--- config.mk ---
export PLATFORM = sky130hd
export DESIGN_NAME = bti_top
export DESIGN_NICKNAME = d
export VERILOG_FILES = /design/src/bti_pkg.sv /design/src/bti_top.sv
export SDC_FILE = /design/constraint.sdc
export NUM_CORES = 1
export LEC_CHECK = 0
export BUFFER_PORTS_ARGS = -buffer_cell sky130_fd_sc_hd__clkbuf_2
export CAP_MARGIN = 20
export CORE_MARGIN = 2
export CORE_UTILIZATION = 45
export DETAILED_ROUTE_END_ITERATION = 8
export MAX_ROUTING_LAYER = met4
export PLACE_DENSITY = 0.61
export SYNTH_ARGS = -nofsm -noshare
export SYNTH_HDL_FRONTEND = slang
export SYNTH_SLANG_ARGS = --single-unit
--- constraint.sdc ---
create_clock -name CLOCK_I -period 4.7 [get_ports CLOCK_I]
set_input_delay 0 -clock CLOCK_I [delete_from_list [all_inputs] [get_ports CLOCK_I]]
set_output_delay 0 -clock CLOCK_I [all_outputs]
set_load 0.02 [all_outputs]
--- src/bti_pkg.sv ---
// package: constants and types for the baud, timer and interrupt block
package bti_pkg;
   // ----------------------------------------
   // register addresses
   // ----------------------------------------
   localparam logic [3:0] ADR_MODE0 = 4'h0;
   localparam logic [3:0] ADR_CLKSEL = 4'h1;
   localparam logic [3:0] ADR_RATE_A = 4'h2;
   localparam logic [3:0] ADR_RATE_B = 4'h3;
   localparam logic [3:0] ADR_AUX = 4'h4;
   localparam logic [3:0] ADR_IRQ = 4'h5;
   localparam logic [3:0] ADR_DIV_HI = 4'h6;
   localparam logic [3:0] ADR_DIV_LO = 4'h7;
   localparam logic [3:0] ADR_VECTOR = 4'hc;
   localparam logic [3:0] ADR_OPCR = 4'hd;
   localparam logic [3:0] ADR_OPDATA = 4'he;
   localparam logic [3:0] ADR_START = 4'he;
   localparam logic [3:0] ADR_STOP = 4'hf;
   // ----------------------------------------
   // reset values and fields
   // ----------------------------------------
   localparam logic [7:0] VECTOR_RST = 8'h0f;
   localparam logic [7:0] BYTE_RST = 8'h00;
   localparam int MR0_EXT_BIT = 0;
   localparam int AUX_TIMER_BIT = 6;
   localparam int AUX_REF_BIT = 5;
   localparam int AUX_DIV16_BIT = 4;
   localparam int ISR_CT_BIT = 3;
   localparam int OPCR_CT_OUT_BIT = 5;
   localparam int N_SEL = 4;
   localparam int N_OP = 5;
   // isr bit driven onto each of output pins three to seven in interrupt use
   localparam logic [14:0] OP_IRQ_MAP = {3'h4, 3'h0, 3'h5, 3'h1, 3'h3};
   localparam logic [1:0] CKSEL_GEN_A = 2'h0;
   localparam logic [1:0] CKSEL_GEN_B = 2'h1;
   localparam logic [1:0] CKSEL_CT = 2'h2;
   localparam logic [3:0] PRE16_LAST = 4'hf;
   localparam logic [15:0] CT_ONE = 16'h0001;
   // ----------------------------------------
   // reference rate
   // ----------------------------------------
   localparam logic [31:0] CLOCK_HZ = 32'h0773_5940;
   localparam logic [31:0] XTAL_HZ = 32'h0038_4000;
   // 16x divisor of the reference per rate code; the top four need mode bit 0
   localparam logic [4:0] RATE_EXT_FIRST = 5'h1c;
   localparam logic [12:0] RATE_DIV [32] = '{
      13'h1200, 13'h0c00, 13'h082f, 13'h06b1, 13'h0600, 13'h0480, 13'h0300, 13'h0180,
      13'h0100, 13'h00db, 13'h00c0, 13'h0090, 13'h0080, 13'h0073, 13'h0060, 13'h0048,
      13'h0040, 13'h0030, 13'h0024, 13'h0020, 13'h0018, 13'h0012, 13'h0010, 13'h000c,
      13'h0009, 13'h0008, 13'h0006, 13'h0900, 13'h0004, 13'h0002, 13'h0001, 13'h1200};
   // ----------------------------------------
   // types
   // ----------------------------------------
   typedef struct packed {
      logic rd;
      logic wr;
      logic [3:0] addr;
      logic [7:0] data;
   } bti_bus_t;
   typedef enum logic [1:0] {CT_STOPPED, CT_RUNNING, CT_RELOAD} bti_ct_state_t;
endpackage

--- src/bti_top.sv ---
// top: baud generator, clock selectors, counter/timer and interrupt control
// Notes on behaviour
// - one active-low interrupt request fed by seven external event inputs and the counter ready bit
// - status register shows every active condition regardless of the mask
// - output pins three to seven can be open-drain active-low interrupt outputs
// - generator gives 28 standard rates from 50 to 38.4K baud
// - mode register zero bit 0 adds 57.6k, 115.2k and 230.4k baud
// - every generator clock runs at sixteen times its baud rate
// - rates are exact only from a 3.6864 MHz reference
// - four selectors pick generator, counter output or external timing per direction
// - counter/timer is a 16-bit divider with counter, timer and timeout modes
// - aux control bits 6 to 4 choose counter clock source and mode
// - counter output serves as baud source and as an output pin signal
// - ready bit 3 sets on each falling edge of the counter output
// - outside timeout mode a read at one address starts the counter, at another stops it in counter mode only
// - start copies both divisor registers into the working count
// - stop clears the counter ready bit except in timeout mode
// - timer mode makes a square wave with half period divisor ticks
// - counter mode counts to zero, drops output, sets ready, wraps on
// - timeout mode: each received character reloads and restarts the counter
// - in 68000 bus style input pin six is interrupt acknowledge
// - vector is driven on the data bus while acknowledge is low
// - vector register at 0xC resets to 0x0F
`timescale 1ns/1ps
`default_nettype none
module bti_top (
   input wire logic CLOCK_I,
   input wire logic RST_I,
   input wire logic CS_N_I,
   input wire logic RD_N_I,
   input wire logic WR_N_I,
   input wire logic [3:0] ADDR_I,
   input wire logic [7:0] DATA_I,
   output logic [7:0] DATA_O,
   output logic DATA_OE_O,
   input wire logic BUS_MODE_68K_I,
   input wire logic INPUT_PIN_SIX_I,
   input wire logic [7:0] EVENT_I,
   input wire logic CT_EXT_CLK_I,
   input wire logic [3:0] EXT_CLK_I,
   input wire logic RX_LOAD_I,
   input wire logic TIMEOUT_EN_I,
   output logic [3:0] CLK16_EN_O,
   output logic CT_OUT_O,
   output logic IRQ_OUT_N_O,
   output logic [4:0] OUT_PINS_O,
   output logic [4:0] OUT_PINS_OE_O
);
   import bti_pkg::*;

   function automatic logic bti_hit(input bti_bus_t b, input logic [3:0] a,
                                    input logic wr);
      bti_hit = (wr ? b.wr : b.rd) && (b.addr == a);
   endfunction
   // divisor of the reference for each rate code, 16x clocks
   function automatic logic [12:0] bti_rate_div(input logic [4:0] code,
                                                input logic ext);
      // without mode bit 0 the extended codes fall back to the slowest rate
      bti_rate_div = (code >= RATE_EXT_FIRST && !ext) ? RATE_DIV[0] : RATE_DIV[code];
   endfunction
   // ----------------------------------------
   // host bus strobes
   // ----------------------------------------
   logic rd_act, wr_act, rd_act_reg, wr_act_reg;
   bti_bus_t req;
   // in 68000 style the write strobe pin carries read/not-write
   assign rd_act = !CS_N_I && (BUS_MODE_68K_I ? WR_N_I : !RD_N_I);
   assign wr_act = !CS_N_I && !WR_N_I;
   always_ff @(posedge CLOCK_I) begin
      rd_act_reg <= !RST_I && rd_act;
      wr_act_reg <= !RST_I && wr_act;
   end
   always_comb begin
      req.rd = rd_act && !rd_act_reg;
      req.wr = wr_act && !wr_act_reg;
      req.addr = ADDR_I;
      req.data = DATA_I;
   end

   // ----------------------------------------
   // registers
   // ----------------------------------------
   logic [7:0] mode_reg_zero, clksel_reg, aux_control_reg, irq_mask_reg;
   logic [7:0] divisor_high_reg, divisor_low_reg, opcr_reg, opdata_reg;
   logic [7:0] interrupt_vector_reg;
   logic [4:0] rate_reg [2];
   logic [7:0] irq_status_reg;
   logic ct_ready_reg;
   always_ff @(posedge CLOCK_I) begin
      if (RST_I) begin
         mode_reg_zero <= BYTE_RST;
         clksel_reg <= BYTE_RST;
         aux_control_reg <= BYTE_RST;
         irq_mask_reg <= BYTE_RST;
         divisor_high_reg <= BYTE_RST;
         divisor_low_reg <= BYTE_RST;
         opcr_reg <= BYTE_RST;
         opdata_reg <= BYTE_RST;
         rate_reg[0] <= BYTE_RST[4:0];
         rate_reg[1] <= BYTE_RST[4:0];
         interrupt_vector_reg <= VECTOR_RST;
      end else begin
         if (bti_hit(req, ADR_MODE0, 1'b1)) mode_reg_zero <= req.data;
         if (bti_hit(req, ADR_CLKSEL, 1'b1)) clksel_reg <= req.data;
         if (bti_hit(req, ADR_RATE_A, 1'b1)) rate_reg[0] <= req.data[4:0];
         if (bti_hit(req, ADR_RATE_B, 1'b1)) rate_reg[1] <= req.data[4:0];
         if (bti_hit(req, ADR_AUX, 1'b1)) aux_control_reg <= req.data;
         if (bti_hit(req, ADR_IRQ, 1'b1)) irq_mask_reg <= req.data;
         if (bti_hit(req, ADR_DIV_HI, 1'b1)) divisor_high_reg <= req.data;
         if (bti_hit(req, ADR_DIV_LO, 1'b1)) divisor_low_reg <= req.data;
         if (bti_hit(req, ADR_OPCR, 1'b1)) opcr_reg <= req.data;
         if (bti_hit(req, ADR_OPDATA, 1'b1)) opdata_reg <= req.data;
         if (bti_hit(req, ADR_VECTOR, 1'b1)) interrupt_vector_reg <= req.data;
      end
   end
   // status is live: sources outside report levels, bit 3 is local
   always_comb begin
      irq_status_reg = EVENT_I;
      irq_status_reg[ISR_CT_BIT] = ct_ready_reg;
   end

   // ----------------------------------------
   // read data and vector
   // ----------------------------------------
   logic [7:0] rd_mux;
   logic [15:0] count_reg;
   always_comb begin
      unique case (ADDR_I)
         ADR_MODE0: rd_mux = mode_reg_zero;
         ADR_AUX: rd_mux = aux_control_reg;
         ADR_IRQ: rd_mux = irq_status_reg;
         ADR_DIV_HI: rd_mux = count_reg[15:8];
         ADR_DIV_LO: rd_mux = count_reg[7:0];
         ADR_VECTOR: rd_mux = interrupt_vector_reg;
         default: rd_mux = BYTE_RST;
      endcase
   end
   logic iack_n;
   assign iack_n = INPUT_PIN_SIX_I;
   always_ff @(posedge CLOCK_I) begin
      if (RST_I) begin
         DATA_O <= BYTE_RST;
         DATA_OE_O <= 1'b0;
      end else if (BUS_MODE_68K_I && !iack_n) begin
         DATA_O <= interrupt_vector_reg;
         DATA_OE_O <= 1'b1;
      end else begin
         DATA_O <= rd_mux;
         DATA_OE_O <= rd_act;
      end
   end

   // ----------------------------------------
   // reference tick and baud generator
   // ----------------------------------------
   // fractional accumulator: average tick rate equals the nominal crystal
   logic [31:0] acc_reg, acc_next;
   logic ref_tick;
   assign acc_next = acc_reg + XTAL_HZ;
   always_ff @(posedge CLOCK_I) begin
      if (RST_I) begin
         acc_reg <= '0;
         ref_tick <= 1'b0;
      end else if (acc_next >= CLOCK_HZ) begin
         acc_reg <= acc_next - CLOCK_HZ;
         ref_tick <= 1'b1;
      end else begin
         acc_reg <= acc_next;
         ref_tick <= 1'b0;
      end
   end
   logic [1:0] gen_pulse;
   generate
      for (genvar g = 0; g < 2; g++) begin : g_gen
         logic [12:0] cnt_reg, rate_div;
         assign rate_div = bti_rate_div(rate_reg[g], mode_reg_zero[MR0_EXT_BIT]);
         always_ff @(posedge CLOCK_I) begin
            if (RST_I) begin
               cnt_reg <= '0;
               gen_pulse[g] <= 1'b0;
            end else if (ref_tick && (cnt_reg == '0 || cnt_reg >= rate_div)) begin
               // a count left above a newly chosen divisor restarts at once
               cnt_reg <= rate_div - 13'h1;
               gen_pulse[g] <= 1'b1;
            end else begin
               if (ref_tick) cnt_reg <= cnt_reg - 13'h1;
               gen_pulse[g] <= 1'b0;
            end
         end
      end
   endgenerate

   // ----------------------------------------
   // clock selectors
   // ----------------------------------------
   logic ct_out_reg, ct_out_d_reg;
   logic [3:0] ext_d_reg;
   logic ct_rise, ct_fall;
   assign ct_rise = ct_out_reg && !ct_out_d_reg;
   assign ct_fall = ct_out_d_reg && !ct_out_reg;
   generate
      for (genvar i = 0; i < N_SEL; i++) begin : g_sel
         logic [1:0] src;
         assign src = clksel_reg[2*i +: 2];
         always_ff @(posedge CLOCK_I) begin
            if (RST_I) begin
               ext_d_reg[i] <= 1'b0;
               CLK16_EN_O[i] <= 1'b0;
            end else begin
               ext_d_reg[i] <= EXT_CLK_I[i];
               unique case (src)
                  CKSEL_GEN_A: CLK16_EN_O[i] <= gen_pulse[0];
                  CKSEL_GEN_B: CLK16_EN_O[i] <= gen_pulse[1];
                  CKSEL_CT: CLK16_EN_O[i] <= ct_rise;
                  default: CLK16_EN_O[i] <= EXT_CLK_I[i] && !ext_d_reg[i];
               endcase
            end
         end
      end
   endgenerate

   // ----------------------------------------
   // counter/timer
   // ----------------------------------------
   logic ct_ext_d_reg, base_tick, ct_tick, timer_mode, timeout;
   logic [3:0] pre16_reg;
   logic cmd_start, cmd_stop;
   logic [15:0] divisor;
   bti_ct_state_t ct_state;
   assign divisor = {divisor_high_reg, divisor_low_reg};
   assign timeout = TIMEOUT_EN_I;
   // timeout forces counting mode and takes start/stop away from the host
   assign timer_mode = aux_control_reg[AUX_TIMER_BIT] && !timeout;
   assign cmd_start = bti_hit(req, ADR_START, 1'b0) && !timeout;
   assign cmd_stop = bti_hit(req, ADR_STOP, 1'b0) && !timeout;
   assign base_tick = aux_control_reg[AUX_REF_BIT] ? ref_tick
                      : (CT_EXT_CLK_I && !ct_ext_d_reg);
   assign ct_tick = aux_control_reg[AUX_DIV16_BIT]
                    ? (base_tick && pre16_reg == PRE16_LAST) : base_tick;
   always_ff @(posedge CLOCK_I) begin
      ct_ext_d_reg <= !RST_I && CT_EXT_CLK_I;
      if (RST_I) pre16_reg <= '0;
      else if (base_tick) pre16_reg <= pre16_reg + 4'h1;
   end
   always_ff @(posedge CLOCK_I) begin
      if (RST_I) begin
         ct_state <= CT_STOPPED;
         count_reg <= '0;
         ct_out_reg <= 1'b1;
      end else if (timeout && RX_LOAD_I) begin
         ct_state <= CT_RELOAD;
      end else if (cmd_start) begin
         count_reg <= divisor;
         ct_out_reg <= 1'b1;
         ct_state <= CT_RUNNING;
      end else if (cmd_stop && !timer_mode) begin
         // a running square wave ignores stop
         ct_state <= CT_STOPPED;
      end else begin
         unique case (ct_state)
            CT_STOPPED: ;
            CT_RUNNING: begin
               if (ct_tick && timer_mode) begin
                  if (count_reg <= CT_ONE) begin
                     count_reg <= divisor;
                     ct_out_reg <= !ct_out_reg;
                  end else begin
                     count_reg <= count_reg - CT_ONE;
                  end
               end else if (ct_tick) begin
                  count_reg <= count_reg - CT_ONE;
                  if (count_reg == CT_ONE) ct_out_reg <= 1'b0;
               end
            end
            CT_RELOAD: begin
               if (ct_tick) begin
                  count_reg <= divisor;
                  ct_out_reg <= 1'b1;
                  ct_state <= CT_RUNNING;
               end
            end
         endcase
      end
   end
   assign CT_OUT_O = ct_out_reg;
   // set beats any clear in the same cycle
   always_ff @(posedge CLOCK_I) begin
      ct_out_d_reg <= RST_I || ct_out_reg;
      ct_ready_reg <= !RST_I && (ct_fall
                      || (ct_ready_reg && !cmd_stop && !(timeout && RX_LOAD_I)));
   end

   // ----------------------------------------
   // interrupt outputs
   // ----------------------------------------
   always_ff @(posedge CLOCK_I) begin
      if (RST_I) begin
         IRQ_OUT_N_O <= 1'b1;
         OUT_PINS_O <= '0;
         OUT_PINS_OE_O <= '0;
      end else begin
         IRQ_OUT_N_O <= !(|(irq_status_reg & irq_mask_reg));
         for (int j = 0; j < N_OP; j++) begin
            if (opcr_reg[j]) begin
               OUT_PINS_O[j] <= 1'b0;
               OUT_PINS_OE_O[j] <= irq_status_reg[OP_IRQ_MAP[3*j +: 3]];
            end else if (j == 0 && opcr_reg[OPCR_CT_OUT_BIT]) begin
               OUT_PINS_O[j] <= ct_out_reg;
               OUT_PINS_OE_O[j] <= 1'b1;
            end else begin
               OUT_PINS_O[j] <= opdata_reg[j];
               OUT_PINS_OE_O[j] <= 1'b1;
            end
         end
      end
   end
endmodule
`default_nettype wire
; ---- After elaboration in Yosys (flattened, before gate mapping)
; Memories as Yosys holds them, arrays and structs flattened.
; Cells that the tools add are included.
[word_totals]
mem_count = 3
in_bits = 34
ram_bits = 10
output_inout_bits = 25
wordCells = 246
ff_bits = 184
romBits = 832
[mem_list]
columns = name, depth, width, rd, rd_clocked_by_memory_dff, wr, line
row1 = (no name shown), 32, 13, 1, 0, 0, bti_top.sv:59  ; bti_rate_div = (code >= RATE_EXT_FIRST && !ext) ? RATE_DIV[0] : RATE_DIV[code];
row2 = (no name shown), 32, 13, 1, 0, 0, bti_top.sv:59
row3 = rate_reg, 2, 5, 2, 0, 2, bti_top.sv:86  ; logic [4:0] rate_reg [2];
[op_classes]
eq_ne = 28
addsub = 8
n_mux = 60
n_bitwise = 6
magnitude_cmp = 8
reduce_logical = 91
[op_table]
columns = op, n
row1 = $mux W13, 10
row2 = $mux W16, 6
row3 = $sub A13 B1 Y13 const B, 4
row4 = $pmux W8 S6, 1
row5 = $logic_and A1 B1 Y1, 42
row6 = $add A32 B22 Y32 const B, 1
row7 = $ge A32 B27 Y1 const B, 1
row8 = $mux W32, 1
row9 = $pmux W16 S2, 1
row10 = $sub A32 B27 Y32 const B, 1
row11 = $mux W1, 28
row12 = $ge A13 B13 Y1, 2
row13 = $logic_not A13 Y1, 2
row14 = $eq A4 B4 Y1 const B, 5
row15 = $logic_not A1 Y1, 20
row16 = $eq A16 B1 Y1 const B, 1
row17 = $eq A4 B3 Y1 const B, 4
row18 = $le A16 B1 Y1 const B, 1
row19 = $sub A16 B1 Y16 const B, 1
row20 = $ge A6 B6 Y1 const B, 2
row21 = $ne A4 B4 Y1 const B, 3
row22 = $not A5 Y6, 2
row23 = $pmux W1 S3, 4
row24 = $reduce_or A2 Y1, 6
row25 = 25 further kinds, 52

; ---- Longest topological paths before layout
[depth]
ltp_word = 11
mapped_depth = 23

; ---- Worst setup path before layout
; Ideal clock, no wire load.
[synth_path]
path_type = register to register
from = mem rate_reg[1][0], in the netlist rate_reg[0][5]
to = reg g_gen[1].cnt_reg[10]
arrival_ns = 4.621
path_stages_with_launch = 22
n_path_buf = 2
setup_time_ns = 0.134
slack_ns = -0.055
required_ns = 4.566
path_cell_list = edfxtp_1 > inv_1 > ha_1 > mux2_2 > mux4_2 > inv_1 > ha_1 > and4_1 > a31oi_1 > o22ai_1 > and3b_1 > clkbuf_1 > nor2_1 > a21oi_1 > ha_1 > clkbuf_1 > nand2_1 > or3_1 > nor3_1 > mux2_2 > o31ai_1 > a31oi_1
[synth_rtl]
columns = element, line
row1 = start: declaration, bti_top.sv:86
row2 = end signal: assignment, bti_top.sv:183  ; cnt_reg <= rate_div - 13'h1;
row3 = end signal: assignment, bti_top.sv:186  ; if (ref_tick) cnt_reg <= cnt_reg - 13'h1;
row4 = end: declaration, bti_top.sv:175  ; logic [12:0] cnt_reg, rate_div;

==> impl_metrics.yaml <==
floorplanning:
  ioPinCount: 59
  die-height_um: 163.5
  die_area_um2: 26730
  start_util: 0.4559
  dieWidth_um: 163.5
  fp.coreArea_um2: 25110
  rows: 58
synthesis:
  synth_top_area_cell: "dfxtp_1"
  ys.warnings.count: 0
  synth.distinct_cells: 96
  yosysSeqAreaShare: 0.3375
  async_flop_share: 0
  netlist_area_um2: 11450
  synth-edff-count: 10
  synth.avg_cell_area_um2: 8.302
  synthCells: 1379
  synth-main-ff-cell: "dfxtp_1"
  netlist_top_cells_area: "dfxtp_1 31%, mux2i_1 8.5%, nor2_1 5.6%, ha_1 4.9%, a21oi_1 3.5%"
  yosysTopAreaCellShare: 0.3113
  ys_ff_latch: 188
  syn-num-nets: 1458
setup_path:
  reg2reg_depth: 18
  cp_max_fo: 6
  critPathSlowestCell: "edfxtp_1"
  critPathCaptureType: "flop"
  critPathMaxStageDelay_ns: 0.49
  crit_chain: "buf_4 > ha_1 > and2_1 > mux4_2 > inv_1 > ha_1 > and4_1 > a31oi_1 > o22ai_1 > nand3b_1 > o21ai_0 > ha_1 > nand2_1 > or3_4 > nor3_2 > mux2_2 > o31ai_1 > a31oi_1"
  critPathMostFrequentCell: "ha_1"
  cp.arrival_ns: 4.78
  critical_path.startpoint_type: "flop"
  timing.rr.start: "rate_reg[0][5]"
  reg2reg_setup_slack_ns: 0.23
  r2r-end: "g_gen[1].cnt_reg[10]"
  required_ns: 5.01
  worst-setup-path-type: "reg -> reg"
pwr:
  p_sw_frac: 0.4230
  p_clk_frac: 0.230
  share_seq_of_total_power: 0.322
  switchingPower_mw: 2.841
  combPwrFrac: 0.448
  p_int_mw: 3.875
  power_leakage_nw: 5.299
  peakVddDrop_uv: 258.7
  p_per_area_nw_per_um2: 517.4
  power.total_mw: 6.717
placement:
  port-buffer-count: 57
  hpwl_mm: 21.00
  gp_congestion: 0.8967
  dp_cells: 1717
status:
  outcome: "finished, final reports clean"
min_path:
  holdPathEnd: "IRQ_OUT_N_O"
  whs_path_depth: 3
  hold_start: "EVENT_I[2]"
  hp-class: "in -> reg"
sta:
  clock_skew_ns: 0.01644
  tns_ns: 0
  setup_violations: 0
  fmax_ghz: 0.2237
  holdWs_ns: 0.02964
  min_period_ns: 4.470
  period_share: 0.9510
  maxSlewViolCount: 0
  rsz0062_at_grt: "no"
  tightestPinTransition_ns: 0.9645
  max_slew_margin: 0.3515
  hold_viol_final: 0
clock_tree:
  path_clk_slew_ns: 0.08
  h-tree-depth: 4
  cts_made_buffers: 17
  clock_latency_ns: 0.45
  clock_path_buffers: 2
  cts_tree: "built"
  cts-root-buf: "clkbuf_16"
  clock_sinks: 188
drt:
  routedWlPerCell_um: 16.96
  vias_per_cell: 5.746
  drtAntennaViolNets: 0
  num_vias: 10233
  drc: 0
  dr.pass1.iters: 6
  drtIter0Drc: 788
  drt_wl_total_mm: 30.21
finish:
  syn_to_final_growth_pct: 13.40
  fin_cells: 1781
  drive_gt1_frac: 0.1400
  mostFrequentLayoutCells: "178 x dfxtp_1, 172 x nor2_1, 99 x nand2_1, 97 x mux2i_1, 78 x a21oi_1"
  n_fill_cell: 2450
  num-nets-final: 1516
  layout_commonest_cell: "dfxtp_1"
  final_util: 0.5170
global_route:
  antenna_found_initial: 1
  globalRouteOverflowTotal: 0
  grt_use_total: 0.2351
  grt_pass1_vias: 9706
  grt_max_degree: 162
  grt_pass1_wl_mm: 49.47
run:
  drv_cap: 0
## repair_timing
action                     in CTS  in global routing
resized for setup               0                 12
hold endpoints to repair       21                  1
buffers inserted                0                  9
setup endpoints to repair       0                  5
hold buffers                   21                  1
## Yosys cell counts, drive strengths merged, types with 5 or more instances
library cell and instances:
edfxtp 10, nor3 50, o21ai 88, or2 11, nand3b 6, nand2 99, and3 12, a211o 5
inv 50, xor2 17, o22ai 6, nor4 11, or4 7, a211oi 16, a21oi 82, a31oi 19
buf 31, nand2b 21, a22oi 15, clkbuf 49, mux4 6, a21o 11, nand3 44, a31o 6
or3 13, nand4 16, and2 26, o211ai 6, mux2i 97, nor3b 11, xnor2 29, o31ai 5
a221oi 7, nor2b 21, dfxtp 178, ha 45, mux2 7, nor2 174
## cell families (layout without fill, tap and decap cells)
family	after synthesis	after routing	share of synthesized area
buffers and inverters	130	201	0.04721
muxes	110	110	0.1035
DFF	188	188	0.3375
other	0	1	0
and+or+nand+nor	538	538	0.2360
adders and majority gates	45	45	0.04918
xor gates and xnor gates	46	46	0.03585
AOI/OAI and AO/OA	322	322	0.1908
## power by group through the flow
stage / sequential (mW) / clock, mW / combinational, mW
after floorplan: 2.06 / 0 / 2.40
after global placement: 2.19 / 0 / 2.91
after detailed placement: 2.18 / 0 / 2.95
after CTS: 2.15 / 1.57 / 2.98
after global routing: 2.20 / 1.64 / 3.36
final: 2.16 / 1.55 / 3.01
## critical path, delay by kind of cell (launching register included)
| family | cells | cell delay (ns) |
|---|---|---|
| AOI/OAI and AO/OA | 5 | 0.81 |
| buffers and inverters | 2 | 0.29 |
| adders and majority gates | 3 | 0.73 |
| muxes | 2 | 0.83 |
| DFF | 1 | 0.49 |
| and+or+nand+nor | 6 | 1.19 |
## final cells by class
type | count | area (um2) | share of cell area
clock buffer | 17 | 425.4 | 0.03277
timing repair buffer | 119 | 815.8 | 0.06284
clock inverter | 15 | 200.2 | 0.01542
tap | 330 | 412.9 | 0.03180
multi-input combinational | 1061 | 7074 | 0.5449
sequential | 188 | 3864 | 0.2976
inverter | 50 | 187.7 | 0.01446
antenna | 1 | 2.502 | 0.0001928
## stage by stage
step,area (um2),worst slack [ns]
finish,12980,0.2304
global route,12980,0.001781
CTS,12870,0.07767
detailed placement,12040,0.1339
global placement,12030,0.2373
floorplan,11450,0.04630
## how the worst max path moves through the flow
stage | startpoint | endpoint | slack (ns) | cells after the start
after floorplan | rate_reg[0][5] | g_gen[1].cnt_reg[10] | 0.05 | 21
after global placement | rate_reg[0][5] | g_gen[1].cnt_reg[10] | 0.24 | 19
after detailed placement | rate_reg[0][5] | g_gen[1].cnt_reg[10] | 0.13 | 18
after CTS | rate_reg[0][5] | g_gen[1].cnt_reg[10] | 0.08 | 18
after global routing | rate_reg[0][5] | g_gen[1].cnt_reg[10] | 0.002 | 19
final | rate_reg[0][5] | g_gen[1].cnt_reg[10] | 0.23 | 18
## routing by layer
layer / wire length, um / part of all wire / up-vias / track usage
met5: 0 / 0 / - / -
met3: 1105 / 0.037 / 45 / 0.03047
li1: - / - / 5073 / -
met4: 730 / 0.024 / 0 / 0.08254
met1: 14050 / 0.46 / 4896 / 0.3033
met2: 14330 / 0.47 / 219 / 0.3797
Note: power is estimated with default switching activity, not from simulation.
